$ cat src/ubr_pkg.sv
// Constants and types shared by the serial interface block
package ubr_pkg;

  // Register byte offsets
  localparam logic [7:0] UBR_CTRL1_OFS = 8'h00;
  localparam logic [7:0] UBR_CTRL2_OFS = 8'h04;
  localparam logic [7:0] UBR_STAT_OFS = 8'h08;
  localparam logic [7:0] UBR_DATA_OFS = 8'h0c;
  localparam logic [7:0] UBR_BAUD_OFS = 8'h10;

  // serial_control_one fields
  localparam int UBR_MOD_EN_BIT = 0;
  localparam int UBR_TX_INV_BIT = 1;
  localparam int UBR_CHAR9_BIT = 2;

  // serial_control_two fields
  localparam int UBR_SBK_BIT = 0;
  localparam int UBR_TE_BIT = 1;
  localparam int UBR_RE_BIT = 2;
  localparam int UBR_TXIE_BIT = 3;
  localparam int UBR_RXIE_BIT = 4;

  // serial_status_one fields
  localparam int UBR_TXE_BIT = 0;
  localparam int UBR_TC_BIT = 1;
  localparam int UBR_RXF_BIT = 2;
  localparam int UBR_NF_BIT = 3;
  localparam int UBR_FE_BIT = 4;
  localparam int UBR_OR_BIT = 5;
  localparam int UBR_PE_BIT = 6;
  localparam int UBR_BKF_BIT = 7;
  localparam int UBR_RPF_BIT = 8;

  // Ninth data bit position in the data register
  localparam int UBR_NINTH_BIT = 8;

  // Reset values
  localparam logic [2:0] UBR_CTRL1_RST = 3'h0;
  localparam logic [4:0] UBR_CTRL2_RST = 5'h00;
  localparam logic [7:0] UBR_BAUD_RST = 8'h00;

  // Sample tick positions within a bit (tick n is stored as n-1)
  localparam logic [3:0] UBR_SMP_A = 4'h2;
  localparam logic [3:0] UBR_SMP_B = 4'h4;
  localparam logic [3:0] UBR_SMP_C = 4'h6;
  localparam logic [3:0] UBR_VOTE_1 = 4'h7;
  localparam logic [3:0] UBR_VOTE_2 = 4'h8;
  localparam logic [3:0] UBR_VOTE_3 = 4'h9;
  localparam logic [3:0] UBR_TICK_LAST = 4'hf;

  // Character lengths in bit times, framing included, and data bits
  localparam logic [3:0] UBR_CHAR_LEN8 = 4'ha;
  localparam logic [3:0] UBR_CHAR_LEN9 = 4'hb;
  localparam logic [3:0] UBR_DATA_LEN8 = 4'h8;
  localparam logic [3:0] UBR_DATA_LEN9 = 4'h9;

  typedef enum logic [4:0] {
    UBR_TX_IDLE = 5'b00001,
    UBR_TX_PRE = 5'b00010,
    UBR_TX_FRAME = 5'b00100,
    UBR_TX_BRK = 5'b01000,
    UBR_TX_MARK = 5'b10000
  } ubr_tx_st_t;

  typedef enum logic [3:0] {
    UBR_RX_SEARCH = 4'b0001,
    UBR_RX_START = 4'b0010,
    UBR_RX_DATA = 4'b0100,
    UBR_RX_STOP = 4'b1000
  } ubr_rx_st_t;

endpackage

$ cat src/ubr_uart.sv
// Serial interface with break, idle, inversion and 16x receive sampling
`timescale 1ns/1ps
`default_nettype none

module ubr_uart
  import ubr_pkg::*;
(
  // Clock and reset
  input wire logic pclk,
  input wire logic presetn,
  // APB slave
  input wire logic [7:0] paddr,
  input wire logic psel,
  input wire logic penable,
  input wire logic pwrite,
  input wire logic [31:0] pwdata,
  output var logic [31:0] prdata,
  output var logic pready,
  output var logic pslverr,
  // Serial line
  input wire logic rx_line_pin,
  output var logic tx_line_pin,
  // Interrupt requests
  output var logic tx_irq,
  output var logic rx_irq
);

  logic [2:0] ctrl1_reg;
  logic [4:0] ctrl2_reg;
  logic [7:0] baud_reg;
  logic [7:0] div_reg;
  logic rt_tick_reg;
  logic te_q_reg;
  ubr_tx_st_t tx_st_reg;
  logic [10:0] tx_sh_reg;
  logic [3:0] tx_tick_reg;
  logic [3:0] tx_bits_reg;
  logic [8:0] tx_buf_reg;
  logic tx_empty_flag;
  logic tx_complete_flag;
  logic idle_pend_reg;
  ubr_rx_st_t rx_st_reg;
  logic [2:0] hist_reg;
  logic [3:0] rt_reg;
  logic [1:0] sv_reg;
  logic nacc_reg;
  logic [8:0] rx_sh_reg;
  logic [3:0] rbit_reg;
  logic rx_done_reg;
  logic rx_stop_reg;
  logic [7:0] serial_data_reg;
  logic rx_ninth_bit;
  logic rx_full_flag;
  logic noise_flag;
  logic framing_err_flag;
  logic overrun_flag;
  logic break_detect_flag;
  logic parity_err_flag;
  logic mod_en;
  logic tx_invert_bit;
  logic char9;
  logic send_break_ctl;
  logic tx_enable_bit;
  logic rx_irq_enable;
  logic tx_irq_enable;
  logic acc;
  logic wr;
  logic rd;
  logic mapped;
  logic [31:0] rd_mux;
  logic [2:0] vote;
  logic [1:0] ones;
  logic vote_maj;
  logic vote_uni;
  logic tx_bit;
  logic [3:0] char_len;
  logic [3:0] data_len;
  logic char_end;
  logic rx_brk;
  logic rx_in_progress_flag;
  logic [8:0] stat_bits;

  assign mod_en = ctrl1_reg[UBR_MOD_EN_BIT];
  assign tx_invert_bit = ctrl1_reg[UBR_TX_INV_BIT];
  assign char9 = ctrl1_reg[UBR_CHAR9_BIT];
  assign send_break_ctl = ctrl2_reg[UBR_SBK_BIT];
  assign tx_enable_bit = ctrl2_reg[UBR_TE_BIT];
  assign tx_irq_enable = ctrl2_reg[UBR_TXIE_BIT];
  assign rx_irq_enable = ctrl2_reg[UBR_RXIE_BIT];
  assign char_len = char9 ? UBR_CHAR_LEN9 : UBR_CHAR_LEN8;
  assign data_len = char9 ? UBR_DATA_LEN9 : UBR_DATA_LEN8;
  assign parity_err_flag = 1'b0;
  assign rx_in_progress_flag = (rx_st_reg != UBR_RX_SEARCH);

  // APB decode; accesses complete with no wait state
  assign acc = psel && penable && pready;
  assign wr = acc && pwrite;
  assign rd = acc && !pwrite;
  assign mapped = (paddr == UBR_CTRL1_OFS) || (paddr == UBR_CTRL2_OFS) ||
    (paddr == UBR_STAT_OFS) || (paddr == UBR_DATA_OFS) ||
    (paddr == UBR_BAUD_OFS);

  assign stat_bits = {rx_in_progress_flag, break_detect_flag,
    parity_err_flag, overrun_flag, framing_err_flag, noise_flag,
    rx_full_flag, tx_complete_flag, tx_empty_flag};

  always_comb
  begin
    rd_mux = 32'h0000_0000;
    case (paddr)
      UBR_CTRL1_OFS: rd_mux[2:0] = ctrl1_reg;
      UBR_CTRL2_OFS: rd_mux[4:0] = ctrl2_reg;
      UBR_STAT_OFS: rd_mux[8:0] = stat_bits;
      UBR_DATA_OFS: rd_mux[8:0] = {rx_ninth_bit, serial_data_reg};
      UBR_BAUD_OFS: rd_mux[7:0] = baud_reg;
      default: rd_mux = 32'h0000_0000;
    endcase
  end

  always_ff @(posedge pclk or negedge presetn)
  begin
    if (!presetn)
    begin
      pready <= 1'b0;
      pslverr <= 1'b0;
      prdata <= 32'h0000_0000;
    end
    else if (psel && !penable)
    begin
      pready <= 1'b1;
      pslverr <= !mapped;
      prdata <= rd_mux;
    end
    else
    begin
      pready <= 1'b0;
      pslverr <= 1'b0;
    end
  end

  // Control registers
  always_ff @(posedge pclk or negedge presetn)
  begin
    if (!presetn)
    begin
      ctrl1_reg <= UBR_CTRL1_RST;
      ctrl2_reg <= UBR_CTRL2_RST;
      baud_reg <= UBR_BAUD_RST;
      te_q_reg <= 1'b0;
    end
    else
    begin
      te_q_reg <= tx_enable_bit;
      if (wr && paddr == UBR_CTRL1_OFS)
        ctrl1_reg <= pwdata[2:0];
      if (wr && paddr == UBR_CTRL2_OFS)
        ctrl2_reg <= pwdata[4:0];
      if (wr && paddr == UBR_BAUD_OFS)
        baud_reg <= pwdata[7:0];
    end
  end

  // Sample tick at sixteen times the bit rate: one per baud_reg+1 clocks
  always_ff @(posedge pclk or negedge presetn)
  begin
    if (!presetn)
    begin
      div_reg <= 8'h00;
      rt_tick_reg <= 1'b0;
    end
    else if (div_reg >= baud_reg)
    begin
      div_reg <= 8'h00;
      rt_tick_reg <= mod_en;
    end
    else
    begin
      div_reg <= div_reg + 8'h01;
      rt_tick_reg <= 1'b0;
    end
  end

  // Transmitter
  assign tx_bit = (tx_st_reg == UBR_TX_IDLE) ? 1'b1 : tx_sh_reg[0];
  assign char_end = rt_tick_reg && (tx_tick_reg == UBR_TICK_LAST) &&
    ((tx_st_reg == UBR_TX_MARK) || (tx_bits_reg == char_len - 4'h1));

  always_ff @(posedge pclk or negedge presetn)
  begin
    if (!presetn)
    begin
      tx_st_reg <= UBR_TX_IDLE;
      tx_sh_reg <= 11'h7ff;
      tx_tick_reg <= 4'h0;
      tx_bits_reg <= 4'h0;
      tx_buf_reg <= 9'h000;
      tx_empty_flag <= 1'b1;
      idle_pend_reg <= 1'b0;
    end
    else
    begin
      if (tx_enable_bit && !te_q_reg)
        idle_pend_reg <= 1'b1;
      if (!mod_en)
        tx_st_reg <= UBR_TX_IDLE;
      else if (tx_st_reg == UBR_TX_IDLE)
      begin
        tx_tick_reg <= 4'h0;
        tx_bits_reg <= 4'h0;
        if (tx_enable_bit)
        begin
          if (idle_pend_reg)
          begin
            tx_st_reg <= UBR_TX_PRE;
            tx_sh_reg <= 11'h7ff;
            // A toggle landing in this same cycle stays queued
            idle_pend_reg <= tx_enable_bit && !te_q_reg;
          end
          else if (send_break_ctl)
          begin
            tx_st_reg <= UBR_TX_BRK;
            tx_sh_reg <= 11'h000;
          end
          else if (!tx_empty_flag)
          begin
            tx_st_reg <= UBR_TX_FRAME;
            // Start in bit 0, data LSB first, ninth bit, then stop
            tx_sh_reg <= {1'b1, char9 ? tx_buf_reg[8] : 1'b1,
              tx_buf_reg[7:0], 1'b0};
            tx_empty_flag <= 1'b1;
          end
        end
      end
      else if (rt_tick_reg)
      begin
        tx_tick_reg <= tx_tick_reg + 4'h1;
        if (tx_tick_reg == UBR_TICK_LAST)
        begin
          tx_sh_reg <= {1'b1, tx_sh_reg[10:1]};
          tx_bits_reg <= tx_bits_reg + 4'h1;
        end
        if (char_end)
        begin
          tx_bits_reg <= 4'h0;
          if (tx_st_reg == UBR_TX_BRK)
          begin
            if (send_break_ctl && tx_enable_bit)
              tx_sh_reg <= 11'h000;
            else
            begin
              tx_st_reg <= UBR_TX_MARK;
              tx_sh_reg <= 11'h7ff;
            end
          end
          else
          begin
            tx_st_reg <= UBR_TX_IDLE;
            // Enable still low at the stop bit drops the buffered data
            if (tx_st_reg == UBR_TX_FRAME && !tx_enable_bit)
              tx_empty_flag <= 1'b1;
          end
        end
      end
      if (wr && paddr == UBR_DATA_OFS)
      begin
        tx_buf_reg <= pwdata[8:0];
        tx_empty_flag <= 1'b0;
      end
    end
  end

  always_ff @(posedge pclk or negedge presetn)
  begin
    if (!presetn)
    begin
      tx_line_pin <= 1'b1;
      tx_complete_flag <= 1'b1;
      tx_irq <= 1'b0;
      rx_irq <= 1'b0;
    end
    else
    begin
      tx_line_pin <= tx_bit ^ tx_invert_bit;
      tx_complete_flag <= (tx_st_reg == UBR_TX_IDLE) && tx_empty_flag &&
        !idle_pend_reg && !(send_break_ctl && tx_enable_bit);
      tx_irq <= tx_irq_enable &&
        (tx_empty_flag || tx_complete_flag);
      rx_irq <= rx_irq_enable && rx_full_flag;
    end
  end

  // Receiver: three votes are the two held samples plus the current pin
  assign vote = {sv_reg, rx_line_pin};
  assign ones = {1'b0, vote[0]} + {1'b0, vote[1]} + {1'b0, vote[2]};
  assign vote_maj = ones[1];
  assign vote_uni = (vote == 3'b000) || (vote == 3'b111);

  always_ff @(posedge pclk or negedge presetn)
  begin
    if (!presetn)
    begin
      rx_st_reg <= UBR_RX_SEARCH;
      hist_reg <= 3'h0;
      rt_reg <= 4'h0;
      sv_reg <= 2'h0;
      nacc_reg <= 1'b0;
      rx_sh_reg <= 9'h000;
      rbit_reg <= 4'h0;
      rx_done_reg <= 1'b0;
      rx_stop_reg <= 1'b0;
    end
    else
    begin
      rx_done_reg <= 1'b0;
      if (!mod_en || !ctrl2_reg[UBR_RE_BIT])
      begin
        rx_st_reg <= UBR_RX_SEARCH;
        hist_reg <= 3'h0;
      end
      else if (rt_tick_reg)
      begin
        rt_reg <= rt_reg + 4'h1;
        if (rt_reg == UBR_SMP_A || rt_reg == UBR_SMP_B ||
            rt_reg == UBR_VOTE_1 || rt_reg == UBR_VOTE_2)
          sv_reg <= {sv_reg[0], rx_line_pin};
        case (rx_st_reg)
          UBR_RX_SEARCH:
          begin
            hist_reg <= {hist_reg[1:0], rx_line_pin};
            rt_reg <= 4'h0;
            if (hist_reg == 3'b111 && !rx_line_pin)
            begin
              rx_st_reg <= UBR_RX_START;
              nacc_reg <= 1'b0;
              // Edge sample was tick one, so the next tick is tick two
              rt_reg <= 4'h1;
            end
          end
          UBR_RX_START:
          begin
            if (rt_reg == UBR_SMP_C)
            begin
              if (ones >= 2'd2)
              begin
                rx_st_reg <= UBR_RX_SEARCH;
                hist_reg <= 3'h0;
              end
              else if (ones == 2'd1)
                nacc_reg <= 1'b1;
            end
            if ((rt_reg == UBR_VOTE_1 || rt_reg == UBR_VOTE_2 ||
                rt_reg == UBR_VOTE_3) && rx_line_pin)
              nacc_reg <= 1'b1;
            if (rt_reg == UBR_TICK_LAST)
            begin
              rx_st_reg <= UBR_RX_DATA;
              rbit_reg <= 4'h0;
            end
          end
          UBR_RX_DATA:
          begin
            if (rt_reg == UBR_VOTE_3)
            begin
              rx_sh_reg <= {vote_maj, rx_sh_reg[8:1]};
              if (!vote_uni)
                nacc_reg <= 1'b1;
            end
            if (rt_reg == UBR_TICK_LAST)
            begin
              rbit_reg <= rbit_reg + 4'h1;
              if (rbit_reg == data_len - 4'h1)
                rx_st_reg <= UBR_RX_STOP;
            end
          end
          UBR_RX_STOP:
          begin
            if (rt_reg == UBR_VOTE_3)
            begin
              rx_done_reg <= 1'b1;
              rx_stop_reg <= vote_maj;
              if (!vote_uni)
                nacc_reg <= 1'b1;
              rx_st_reg <= UBR_RX_SEARCH;
              hist_reg <= 3'h0;
            end
          end
          default: rx_st_reg <= UBR_RX_SEARCH;
        endcase
      end
    end
  end

  // Received character into data register and status flags
  assign rx_brk = !rx_stop_reg &&
    (char9 ? (rx_sh_reg == 9'h000) : (rx_sh_reg[8:1] == 8'h00));

  always_ff @(posedge pclk or negedge presetn)
  begin
    if (!presetn)
    begin
      serial_data_reg <= 8'h00;
      rx_ninth_bit <= 1'b0;
      rx_full_flag <= 1'b0;
      noise_flag <= 1'b0;
      framing_err_flag <= 1'b0;
      overrun_flag <= 1'b0;
      break_detect_flag <= 1'b0;
    end
    else
    begin
      if (rd && paddr == UBR_DATA_OFS)
        rx_full_flag <= 1'b0;
      if (wr && paddr == UBR_STAT_OFS)
      begin
        if (pwdata[UBR_NF_BIT])
          noise_flag <= 1'b0;
        if (pwdata[UBR_FE_BIT])
          framing_err_flag <= 1'b0;
        if (pwdata[UBR_OR_BIT])
          overrun_flag <= 1'b0;
        if (pwdata[UBR_BKF_BIT])
          break_detect_flag <= 1'b0;
      end
      if (rx_done_reg)
      begin
        if (rx_full_flag)
          overrun_flag <= 1'b1;
        else
        begin
          serial_data_reg <= char9 ? rx_sh_reg[7:0] : rx_sh_reg[8:1];
          rx_ninth_bit <= char9 && rx_sh_reg[8];
        end
        rx_full_flag <= 1'b1;
        if (nacc_reg)
          noise_flag <= 1'b1;
        if (!rx_stop_reg)
          framing_err_flag <= 1'b1;
        if (rx_brk)
        begin
          serial_data_reg <= 8'h00;
          rx_ninth_bit <= 1'b0;
          break_detect_flag <= 1'b1;
        end
      end
    end
  end
endmodule // ubr_uart

`default_nettype wire
$ cat config.mk
export PLATFORM = sky130hd
export DESIGN_NAME = ubr_uart
export DESIGN_NICKNAME = d
export VERILOG_FILES = /design/src/ubr_pkg.sv /design/src/ubr_uart.sv
export SDC_FILE = /design/constraint.sdc
export NUM_CORES = 1
export LEC_CHECK = 0
export BUFFER_PORTS_ARGS = -buffer_cell sky130_fd_sc_hd__buf_2
export CORE_AREA = 4 4 111 113
export DETAILED_ROUTE_END_ITERATION = 12
export DIE_AREA = 0 0 115 117
export PLACE_DENSITY_LB_ADDON = 0.15
export SYNTH_ARGS = -nofsm -noshare
export SYNTH_HDL_FRONTEND = slang
export SYNTH_SLANG_ARGS = --single-unit
$ cat constraint.sdc
create_clock -name pclk -period 2.6 [get_ports pclk]
set_input_delay 0.26 -clock pclk [delete_from_list [all_inputs] [get_ports pclk]]
set_output_delay 0.26 -clock pclk [all_outputs]
set_load 0.01 [all_outputs]
==> impl_metrics.prom <==
# TYPE chip_impl_metric gauge
chip_impl_info{name="critical_path.startpoint_type",value="register"} 1
chip_impl_metric{name="critical_path_peak_fanout",unit=""} 5
chip_impl_metric{name="cap_violations",unit=""} 0
chip_impl_metric{name="slew_headroom",unit=""} 0.524
chip_impl_info{name="run_status",value="complete, no violations"} 1
chip_impl_metric{name="post-dp-hpwl",unit="mm"} 10.4
chip_impl_metric{name="vias_per_cell",unit=""} 5.89
chip_impl_metric{name="gp_congestion",unit=""} 0.891
chip_impl_info{name="cell_with_the_most_instances_after_synthesis",value="sky130_fd_sc_hd__dfrtp_1"} 1
chip_impl_metric{name="netlist_instances",unit=""} 653
chip_impl_info{name="timing.critical_path.from",value="rt_reg[1]"} 1
chip_impl_metric{name="drive_above_1_share",unit=""} 0.220
chip_impl_metric{name="drtAntennaViolNets",unit=""} 0
chip_impl_info{name="cts_tree",value="yes"} 1
chip_impl_metric{name="grt_first_pass_wirelength",unit="mm"} 24.9
chip_impl_metric{name="final_hold_viol_count",unit=""} 0
chip_impl_metric{name="cp_data_arrival_time",unit="ns"} 2.48
chip_impl_info{name="synthFlopType",value="sky130_fd_sc_hd__dfrtp_1"} 1
chip_impl_metric{name="drc",unit=""} 0
chip_impl_metric{name="initial_core_util",unit=""} 0.581
chip_impl_info{name="yosys-top-cells-count",value="sky130_fd_sc_hd__dfrtp_1 (103), sky130_fd_sc_hd__o21ai_0 (50), sky130_fd_sc_hd__nand2_1 (49)"} 1
chip_impl_metric{name="grt_max_degree",unit=""} 50
chip_impl_metric{name="fin_nets",unit=""} 749
chip_impl_metric{name="r2r.worst_path.cells",unit=""} 7
chip_impl_metric{name="sequential_cell_area_fraction_in_the_yosys_report",unit=""} 0.456
chip_impl_info{name="startpoint_of_the_worst_register_to_register_path",value="rt_reg[1]"} 1
chip_impl_metric{name="min_path_cells",unit=""} 3
chip_impl_metric{name="layout-area-overhead-vs-synth",unit="%"} 12.7
chip_impl_metric{name="cts.sink_count",unit=""} 119
chip_impl_metric{name="vias",unit=""} 4957
chip_impl_metric{name="syn-cell-area",unit="mm^2"} 0.00658
chip_impl_metric{name="clockBufferDepth",unit=""} 2
chip_impl_metric{name="top_level_ports",unit=""} 83
chip_impl_metric{name="clock_pin_slew_of_the_registers_on_the_worst_case_setup_and_hold_paths",unit="ns"} 0.06
chip_impl_metric{name="fin_worst_skew",unit="ns"} 0.00512
chip_impl_metric{name="fmaxAchievable",unit="MHz"} 458
chip_impl_metric{name="first_global_vias",unit=""} 4960
chip_impl_metric{name="worst_ir_drop_vdd",unit="uV"} 526
chip_impl_metric{name="fp.dieArea",unit="mm^2"} 0.0135
chip_impl_info{name="grt_setup_unrepaired",value="no"} 1
chip_impl_metric{name="max_slew.worst_pin.slew",unit="ns"} 0.710
chip_impl_metric{name="netlist-cell-type-count",unit=""} 79
chip_impl_metric{name="largest_register_ffs",unit=""} 11
chip_impl_metric{name="grt_util_all_layers",unit=""} 0.235
chip_impl_metric{name="total_power",unit="mW"} 4.51
chip_impl_metric{name="clkLatencyLatePin",unit="ns"} 0.41
chip_impl_info{name="criticalPathCategory",value="reg -> reg"} 1
chip_impl_metric{name="power_density",unit="mW/mm^2"} 608
chip_impl_metric{name="synth-seq-cells",unit=""} 119
chip_impl_metric{name="final_max_slew_viol_count",unit=""} 0
chip_impl_metric{name="cts_htree_levels",unit=""} 4
chip_impl_metric{name="synth_async_sr_flop_share",unit=""} 1.00
chip_impl_info{name="worstHoldStart",value="pwdata[6]"} 1
chip_impl_info{name="endpoint_type_of_the_worst_setup_path",value="register"} 1
chip_impl_metric{name="antenna_violations_before_repair",unit=""} 0
chip_impl_metric{name="synth-edff-count",unit=""} 0
chip_impl_metric{name="timing.final.setup_violations",unit=""} 0
chip_impl_info{name="synth_top_area_cell",value="sky130_fd_sc_hd__dfrtp_1"} 1
chip_impl_metric{name="critPathRequiredTime",unit="ns"} 2.90
chip_impl_metric{name="postRouteWirelength",unit="mm"} 14.7
chip_impl_metric{name="dr.first_iter.drc_count",unit=""} 308
chip_impl_metric{name="core_area",unit="mm^2"} 0.0113
chip_impl_info{name="netlist_top_cells_area",value="sky130_fd_sc_hd__dfrtp_1 (39%), sky130_fd_sc_hd__dfstp_2 (6.4%), sky130_fd_sc_hd__mux2_2 (5.8%), sky130_fd_sc_hd__o21ai_0 (3.8%), sky130_fd_sc_hd__mux2i_1 (3.3%)"} 1
chip_impl_metric{name="site_row_count",unit=""} 39
chip_impl_metric{name="timing.final.crit_period",unit="ns"} 2.18
chip_impl_metric{name="gr-total-overflow",unit=""} 0
chip_impl_metric{name="tns",unit="ns"} 0
chip_impl_metric{name="post_cts_resized",unit=""} 0
chip_impl_metric{name="port_buffers",unit=""} 36
chip_impl_metric{name="finalCritPeriodShare",unit=""} 0.840
chip_impl_info{name="worstHoldPathType",value="in -> reg"} 1
chip_impl_metric{name="route.detailed.wl_per_inst",unit="um"} 17.4
chip_impl_metric{name="p_leak",unit="nW"} 3.40
chip_impl_metric{name="die_height",unit="um"} 117
chip_impl_info{name="cts_root_buf",value="sky130_fd_sc_hd__clkbuf_16"} 1
chip_impl_metric{name="cts_buffers",unit=""} 17
chip_impl_metric{name="postSynthAreaPerCell",unit="um^2"} 10.1
chip_impl_metric{name="antenna-diode-count",unit=""} 0
chip_impl_metric{name="final.fill_count",unit=""} 897
chip_impl_metric{name="synth_largest_type_area_fraction",unit=""} 0.392
chip_impl_metric{name="fp.dieW",unit="um"} 115
chip_impl_metric{name="synthesis.yosys.warnings",unit=""} 0
chip_impl_metric{name="detailedRoute.firstPassIterationCount",unit=""} 4
[worst paths after layout]
kind / to / slack, ns
max: nacc_reg / 0.42
min: baud_reg[6] / 0.11
min in group asynchronous: tx_st_reg[1] / 0.37
min reg2reg: register / 0.42
max reg2reg: nacc_reg / 0.42
max in group asynchronous: tx_sh_reg[7] / 1.39
[power breakdown]
group | switching (mW) | internal, mW
logic | 0.118 | 0.0501
registers | 0.00868 | 1.86
clock network | 0.839 | 1.63
[what timing repair did]
item	in CTS	in global routing
endpoints found under the setup margin	0	0
buffers inserted	0	0
endpoints found under the hold margin	32	0
hold buffers	1	0
[metal layers]
metal	vias up	part of all wire	global-route usage	wire length, um
met4	0	0.012	0.0767	179
li1	2386	-	-	-
met2	116	0.47	0.368	6960
met3	17	0.045	0.0550	659
met5	-	0	0	0
met1	2438	0.47	0.327	6880
[placed cells by master, fill, tap and decap left out, types with 4 or more instances in the layout]
cell type and instances:
sky130_fd_sc_hd__nand2b_1 8, sky130_fd_sc_hd__and2_1 5, sky130_fd_sc_hd__mux2_2 34, sky130_fd_sc_hd__dfrtp_1 103, sky130_fd_sc_hd__o2bb2ai_1 9, sky130_fd_sc_hd__nor2b_1 5
sky130_fd_sc_hd__nor2_1 43, sky130_fd_sc_hd__or3_1 4, sky130_fd_sc_hd__clkbuf_16 17, sky130_fd_sc_hd__o21ai_1 4, sky130_fd_sc_hd__buf_4 10, sky130_fd_sc_hd__buf_2 35
sky130_fd_sc_hd__nor4_1 4, sky130_fd_sc_hd__a22o_1 10, sky130_fd_sc_hd__dfstp_2 16, sky130_fd_sc_hd__bufinv_16 4, sky130_fd_sc_hd__nand4_1 6, sky130_fd_sc_hd__a21o_1 5
sky130_fd_sc_hd__xnor2_1 4, sky130_fd_sc_hd__conb_1 23, sky130_fd_sc_hd__and3b_1 4, sky130_fd_sc_hd__o21ai_0 50, sky130_fd_sc_hd__ha_1 16, sky130_fd_sc_hd__o21a_1 4
sky130_fd_sc_hd__o211ai_1 12, sky130_fd_sc_hd__nand2_1 49, sky130_fd_sc_hd__nand3_1 21, sky130_fd_sc_hd__o22ai_1 7, sky130_fd_sc_hd__a21oi_1 21, sky130_fd_sc_hd__nor3_1 8
sky130_fd_sc_hd__a21oi_2 9, sky130_fd_sc_hd__and3_1 6, sky130_fd_sc_hd__inv_1 36, sky130_fd_sc_hd__a211oi_1 9, sky130_fd_sc_hd__mux2i_1 22, sky130_fd_sc_hd__xor2_1 4
[layout make-up]
cell class	count	area (um^2)	share of cell area
multi-input combinational	464	3190	0.431
clock buffer	21	450	0.0608
timing repair buffer	47	280	0.0378
tap	143	179	0.0241
inverter	37	139	0.0187
clock inverter	11	173	0.0233
sequential	119	3000	0.404
[stage by stage]
step / hold slack, ns / setup slack [ns] / cells / utilization / instance area, um^2
floorplan: -0.0356 / 0.698 / 675 / - / 6660
global placement: 0.277 / 0.502 / 809 / 0.599 / 6780
detailed placement: 0.281 / 0.464 / 809 / 0.599 / 6780
CTS: 0.104 / 0.448 / 842 / 0.655 / 7410
global route: 0.115 / 0.331 / 842 / 0.655 / 7410
finish: 0.108 / 0.417 / 842 / 0.655 / 7410
[critical path, stage by stage, from the launching register on]
cell	delay, ns
sky130_fd_sc_hd__dfrtp_1	0.43
sky130_fd_sc_hd__inv_1	0.12
sky130_fd_sc_hd__ha_1	0.17
sky130_fd_sc_hd__and3b_1	0.21
sky130_fd_sc_hd__nor4bb_1	0.27
sky130_fd_sc_hd__o21ai_0	0.12
sky130_fd_sc_hd__a311oi_1	0.38
sky130_fd_sc_hd__mux2_2	0.38
[logic make-up (layout without fill, tap and decap cells)]
| logic type | Yosys count | count (layout) | share of synthesized area |
|---|---|---|---|
| other cells | 1 | 23 | 0.000570 |
| flops | 119 | 119 | 0.456 |
| fa+ha+maj | 17 | 17 | 0.0335 |
| simple gates | 193 | 193 | 0.163 |
| xor+xnor | 8 | 8 | 0.0106 |
| mux | 56 | 56 | 0.0917 |
| buf+inv | 92 | 116 | 0.0713 |
| compound gates | 167 | 167 | 0.173 |
Note: power is estimated with default switching activity, not from simulation.
